`src/logic/bprs_pkg.sv`:
```
package bprs_pkg;

  // ***************************************************************
  // timing
  // ***************************************************************
  localparam int unsigned CLK_KHZ      = 100000;
  localparam int unsigned PERST_MS     = 100;
  localparam int unsigned PDOWN_MS     = 100;
  localparam int unsigned CNT_W        = 24;
  localparam logic [CNT_W-1:0] PERST_CYC = CNT_W'(PERST_MS * CLK_KHZ);
  localparam logic [CNT_W-1:0] PDOWN_CYC = CNT_W'(PDOWN_MS * CLK_KHZ);
  localparam logic [CNT_W-1:0] CNT_ZERO  = '0;
  localparam logic [CNT_W-1:0] CNT_ONE   = CNT_W'(1);

  // ***************************************************************
  // sizes
  // ***************************************************************
  localparam int unsigned NSLOT   = 8;
  localparam int unsigned SYNC_W  = NSLOT + 5;

  // ***************************************************************
  // types
  // ***************************************************************
  typedef struct packed {
    logic main_12v;
    logic rail_3v3;
    logic retimer_regulator;
  } bprs_rail_t;

  typedef enum logic [2:0] {
    ST_OFF, ST_RAMP, ST_RUN, ST_PD_RST, ST_PD_WAIT, ST_PD_CLK, ST_PD_RAIL, ST_FAULT
  } bprs_state_t;

endpackage

```
`src/logic/bprs_sequencer.sv`:
```
`timescale 1ns/100ps
module bprs_sequencer
  import bprs_pkg::*;
#(
  parameter bit                    HAS_RETIMER = 1'b1,
  parameter logic [CNT_W-1:0]      T_PERST     = bprs_pkg::PERST_CYC,
  parameter logic [CNT_W-1:0]      T_PDOWN     = bprs_pkg::PDOWN_CYC
) (
  input  wire logic                mclk,
  input  wire logic                resetn,
  input  wire logic                power_cmd,
  input  wire bprs_pkg::bprs_rail_t rail_cmd,
  input  wire logic                fault_clear,
  input  wire bprs_pkg::bprs_rail_t rail_good_in,
  input  wire logic [7:0]          slot_supply_good_in,
  input  wire logic                host_perst_n,
  input  wire logic                power_break_n,
  output bprs_pkg::bprs_rail_t     rail_on,
  output logic                     rail_3v3_on,
  output logic                     module_enable,
  output logic                     board_power_request_n,
  output logic [7:0]               refclk_buf_en,
  output logic [7:0]               slot_perst_n,
  output logic [7:0]               slot_power_break_n,
  output logic [7:0]               warm_restart_n_o,
  output logic [7:0]               warm_restart_n_oe,
  output logic                     fault
);

  // ***************************************************************
  // pin synchronisers
  // ***************************************************************
  logic [SYNC_W-1:0] sync1_r;
  logic [SYNC_W-1:0] sync2_r;
  wire  [SYNC_W-1:0] pins = {rail_good_in, slot_supply_good_in, host_perst_n, power_break_n};

  // first stage feeds only the second stage
  always_ff @(posedge mclk) begin
    if (!resetn) begin
      sync1_r <= '0;
      sync2_r <= '0;
    end else begin
      sync1_r <= pins;
      sync2_r <= sync1_r;
    end
  end

  wire bprs_rail_t rgood_s  = sync2_r[SYNC_W-1 -: 3];
  wire [7:0]       sgood_s  = sync2_r[NSLOT+1:2];
  wire             hperst_s = sync2_r[1];
  wire             pbrk_s   = sync2_r[0];

  // ***************************************************************
  // rail decode
  // ***************************************************************
  // retimer rail masked out entirely when not fitted
  wire bprs_rail_t present = '{main_12v: 1'b1, rail_3v3: 1'b1, retimer_regulator: HAS_RETIMER};
  wire             rails_good = &(rgood_s | ~present);

  bprs_state_t state_r;
  bprs_state_t state_nxt;
  logic [7:0]  tmo_slot;
  logic [7:0]  rel_r;
  logic        fault_r;

  wire rails_live = (state_r == ST_RAMP) || (state_r == ST_RUN) || (state_r == ST_PD_RST) ||
                    (state_r == ST_PD_WAIT) || (state_r == ST_PD_CLK);
  // clocks run with the ramp, stop one step before rails, or with them on a timeout fault
  wire clk_live   = (state_r == ST_RAMP) || (state_r == ST_RUN) || (state_r == ST_PD_RST) ||
                    (state_r == ST_PD_WAIT);
  wire moden      = (state_r == ST_RUN) || (state_r == ST_PD_RST);
  wire any_good   = |sgood_s;
  wire any_tmo    = |tmo_slot;

  // ***************************************************************
  // main sequence
  // ***************************************************************
  always_comb begin
    state_nxt = state_r;
    unique case (state_r)
      ST_OFF:     if (power_cmd) state_nxt = ST_RAMP;
      ST_RAMP: begin
        if (!power_cmd) state_nxt = ST_PD_CLK;
        else if (rails_good) state_nxt = ST_RUN;
      end
      ST_RUN:     if (!power_cmd || !rails_good) state_nxt = ST_PD_RST;
      ST_PD_RST:  state_nxt = ST_PD_WAIT;
      ST_PD_WAIT: begin
        if (any_tmo) state_nxt = ST_FAULT;
        else if (!any_good) state_nxt = ST_PD_CLK;
      end
      ST_PD_CLK:  state_nxt = ST_PD_RAIL;
      ST_PD_RAIL: state_nxt = ST_OFF;
      ST_FAULT:   if (!power_cmd) state_nxt = ST_OFF;
    endcase
  end

  always_ff @(posedge mclk) begin
    if (!resetn) state_r <= ST_OFF;
    else state_r <= state_nxt;
  end

  // ***************************************************************
  // per-slot timers
  // ***************************************************************
  logic [CNT_W-1:0] cnt_r [NSLOT];

  genvar g;
  generate
    for (g = 0; g < NSLOT; g++) begin : g_slot
      // one counter serves both waits; it restarts on every state change
      wire counting = sgood_s[g] && (state_r == state_nxt) &&
                      ((state_r == ST_RUN) || (state_r == ST_PD_WAIT));
      wire [CNT_W-1:0] lim = (state_r == ST_RUN) ? T_PERST : T_PDOWN;
      wire hit = (cnt_r[g] >= lim);
      // carry out dropped on purpose; the count saturates at its limit far below the top
      wire [CNT_W-1:0] cnt_inc = CNT_W'(cnt_r[g] + CNT_ONE);
      wire [CNT_W-1:0] cnt_nxt = !counting ? CNT_ZERO : (hit ? cnt_r[g] : cnt_inc);
      // release drops on the edge that leaves run, so power-down opens with every slot in reset
      wire stay_run = (state_r == ST_RUN) && (state_nxt == ST_RUN);
      wire rel_nxt = stay_run && sgood_s[g] && (rel_r[g] || hit);
      assign tmo_slot[g] = (state_r == ST_PD_WAIT) && sgood_s[g] && hit;

      always_ff @(posedge mclk) begin
        if (!resetn) begin
          cnt_r[g] <= CNT_ZERO;
          rel_r[g] <= 1'b0;
        end else begin
          cnt_r[g] <= cnt_nxt;
          rel_r[g] <= rel_nxt;
        end
      end
    end
  endgenerate

  // ***************************************************************
  // fault flag
  // ***************************************************************
  // a new timeout beats a clear in the same cycle
  always_ff @(posedge mclk) begin
    if (!resetn) fault_r <= 1'b0;
    else fault_r <= (state_r == ST_PD_WAIT && any_tmo) || (fault_r && !fault_clear);
  end

  // ***************************************************************
  // outputs
  // ***************************************************************
  wire [7:0] perst_rel = rel_r & {NSLOT{hperst_s}};

  assign rail_on.main_12v          = rails_live && rail_cmd.main_12v;
  assign rail_on.rail_3v3          = rails_live && rail_cmd.rail_3v3;
  assign rail_on.retimer_regulator = rails_live && rail_cmd.retimer_regulator && HAS_RETIMER;
  assign rail_3v3_on               = rail_on.rail_3v3;
  assign module_enable             = moden;
  assign board_power_request_n     = !moden;
  assign refclk_buf_en             = {NSLOT{clk_live}};
  assign slot_perst_n              = perst_rel;
  assign slot_power_break_n        = {NSLOT{pbrk_s}};
  // open drain: warm restart follows the same release, so never earlier
  assign warm_restart_n_o          = 8'h00;
  assign warm_restart_n_oe         = ~perst_rel;
  assign fault                     = fault_r;
endmodule // bprs_sequencer

```
`config.mk`:
```
export PLATFORM = sky130hd
export DESIGN_NAME = bprs_sequencer
export DESIGN_NICKNAME = d
export VERILOG_FILES = /design/src/logic/bprs_pkg.sv /design/src/logic/bprs_sequencer.sv
export SDC_FILE = /design/constraint.sdc
export NUM_CORES = 1
export LEC_CHECK = 0
export BUFFER_PORTS_ARGS = -buffer_cell sky130_fd_sc_hd__buf_2
export CORE_AREA = 2 2 136 151
export DETAILED_ROUTE_END_ITERATION = 6
export DIE_AREA = 0 0 138 153
export PLACE_DENSITY = 0.72
export SETUP_SLACK_MARGIN = 0.5
export SYNTH_ARGS = -nofsm -noshare
export SYNTH_HDL_FRONTEND = slang
export SYNTH_SLANG_ARGS = --single-unit
```
`constraint.sdc`:
```
create_clock -name mclk -period 5.6 [get_ports mclk]
set_clock_uncertainty 0.15 [all_clocks]
set_input_delay 1.12 -clock mclk [delete_from_list [all_inputs] [get_ports mclk]]
set_output_delay 1.12 -clock mclk [all_outputs]
set_load 0.02 [all_outputs]
```
==> impl_metrics.tcl <==
set metrics [dict create \
    drtAntennaViolNets 0 \
    clockBufferDepth 3 \
    min_to "sync2_r[9]" \
    fp.dieArea_um2 21100 \
    leakage_nw 4.16 \
    tightest_slew_ns 1.16 \
    cts_setup_buffers 0 \
    via_count 8149 \
    fp.dieW_um 138 \
    min_period_ns 3.38 \
    clock.fmax_mhz 296 \
    cts_tree "done" \
    overflow 0 \
    synthCells 1237 \
    crit_required_ns 5.88 \
    grt_use_total_pct 18.7 \
    ir_drop_mv 0.287 \
    hold_buffers 0 \
    grt_pass1_vias 7591 \
    multi_input_area_um2 5470 \
    setup_viol 0 \
    holdPathStages 1 \
    synth_ff_type "dfxtp_1" \
    synth_area_um2 10500 \
    clk_latency_ns 0.53 \
    status "complete, no violations" \
    routabilityCongestion 0.855 \
    drt-wirelength-per-cell_um 12.9 \
    num_antenna_cells 0 \
    maxCapViolCount 0 \
    final_area_um2 11700 \
    cts_buffers 25 \
    fin_crit_sh_pct 60.4 \
    yosys-top-cells-count "230 x dfxtp_1, 216 x nor2_1, 95 x nand2_1" \
    synth.area.top_cells "dfxtp_1 44%, nor2_1 7.7%, xor2_1 7.4%, xnor2_1 7.2%, nand2_1 3.4%" \
    clock-sinks 230 \
    post-route-util_pct 59.9 \
    cts_resized 0 \
    clockRootBuffer "clkbuf_16" \
    relSlewSlack_pct 22.6 \
    nNetsFinal 1313 \
    pwr_density_cell_nw_per_um2 295 \
    seqCellArea_um2 4600 \
    grt_pass1_wl_um 34700 \
    area_growth_pct 11.3 \
    end_kind "flop" \
    synth_top_area_share_pct 43.7 \
    startpoint_type "flop" \
    async_flop_share_pct 0 \
    worstPathMaxFanout 24 \
    fp.dieH_um 153 \
    dp_hpwl_um 13400 \
    tns_ns 0 \
    ys_ff_latch 230 \
    clk_pin_slew_ns 0.06 \
    core_area_um2 19600 \
    synth_edf_count 0 \
    hp-class "flop to flop" \
    yosysUniqueCellTypes 58 \
    min-delay-start "sync1_r[9]" \
    critPathKind "flop to flop" \
    wirelength_um 20000 \
    reg2reg_depth 8 \
    grt_antenna_before_repair 0 \
    htreeDepth 1 \
    rr_startpoint "cnt_r[1][88]" \
    finalHoldViolCount 0 \
    drive_gt1_share_pct 8.80 \
    r2r_slack_ns 2.22 \
    rsz0062_at_grt "false" \
    place_area_um2 10900 \
    nFillCells 1717 \
    io_buffers 58 \
    initial_core_util_pct 53.8 \
    grt_max_degree 32 \
    ys_seq_area_share_pct 43.7 \
    r2r-end "cnt_r[0][13]" \
    drt_iter0_drc 405 \
    synth.most_common_cell "dfxtp_1" \
    maxSlewViolCount 0 \
    dr.pass1.iters 5 \
    yosysWarnings 0 \
    rows 54 \
    cp.arrival_ns 3.66 \
    yosysTopAreaCell "dfxtp_1" \
    io_pins 67 \
    drc_errors 0 \
    vias_per_cell 5.26 \
    synth.avg_cell_area_um2 8.52 \
]
-- power by group --
part	internal [mW]	switching [mW]
Clock	0.942	0.649
Sequential	1.65	0.0195
Combinational	0.0604	0.138
Total	2.65	0.806
-- final cells by class --
class | instances | share of cell area [%]
inverter | 49 | 1.57
tap | 252 | 2.69
sequential | 230 | 39.2
multi-input combinational | 905 | 46.6
timing repair buffer | 66 | 2.98
clock buffer | 39 | 6.54
clock inverter | 7 | 0.362
-- layout by cell type (no fill, tap or decap), types with 16 or more instances in the layout --
cell type / netlist / routed
nand3_1: 60 / 60
xor2_1: 89 / 89
clkbuf_16: 0 / 25
nand4_1: 42 / 42
xnor2_1: 87 / 87
nand2_1: 95 / 95
ha_1: 16 / 16
nor2_1: 216 / 216
and3_1: 40 / 40
a21oi_1: 16 / 16
inv_1: 49 / 49
buf_2: 0 / 58
nor3_1: 58 / 57
and4_1: 17 / 17
and2_1: 34 / 34
dfxtp_1: 230 / 230
-- worst max path at each step --
stage               slack (ns)  cells after the start         start      endpoint
finish                    2.22                      8  cnt_r[1][88]  cnt_r[0][13]
global route              1.92                      8  cnt_r[1][88]  cnt_r[0][14]
CTS                       2.23                      8  cnt_r[1][88]  cnt_r[0][13]
detailed placement        2.17                      8        resetn  cnt_r[1][20]
global placement          2.22                      8        resetn   cnt_r[1][4]
floorplan                 2.80                      2   rail_cmd[1]    rail_on[1]
-- sequential cells by signal (all words and copies together), names as in the netlist --
register and cells:
cnt_r 192, sync1_r 13, sync2_r 13, rel_r 8, state_r 3, fault 1
-- critical path: stages, from the launching register on --
cell and delay [ns]:
dfxtp_1 0.35, or3_1 0.40, o311ai_1 0.28, a31oi_1 0.07
buf_4 0.20, a22o_1 0.19, a221oi_2 0.63, a31oi_2 0.66
nor3_1 0.35
-- kinds of logic (layout without fill, tap and decap cells) --
kind of cell	after synthesis	count (layout)	synth area share, %
AOI/OAI and AO/OA	93	93	6.50
other	1	8	0.0356
buffers and inverters	109	161	4.77
muxes	5	5	0.475
DFF	230	230	43.7
xor gates and xnor gates	176	176	14.6
and+or+nand+nor	607	607	28.0
adders and majority gates	16	16	1.90
-- per-stage QoR --
stage	setup WS [ns]	hold WS, ns	total power, mW	std cells
CTS	2.23	0.278	3.50	1548
finish	2.22	0.278	3.46	1548
floorplan	2.80	0.262	1.89	1244
global placement	2.22	0.265	1.90	1502
global route	1.92	0.293	3.58	1548
detailed placement	2.17	0.269	1.91	1502
-- per-layer routing --
layer  global-route usage [%]  wire [um]  vias up  share of wire, %
met2                     31.8       9270      106                46
met5                        0          0        -                 0
met4                     5.39        391        0               2.0
li1                         -          -     4255                 -
met3                     2.94        832       31               4.2
met1                     24.8       9520     3757                48
Note: power is estimated with default switching activity, not from simulation.
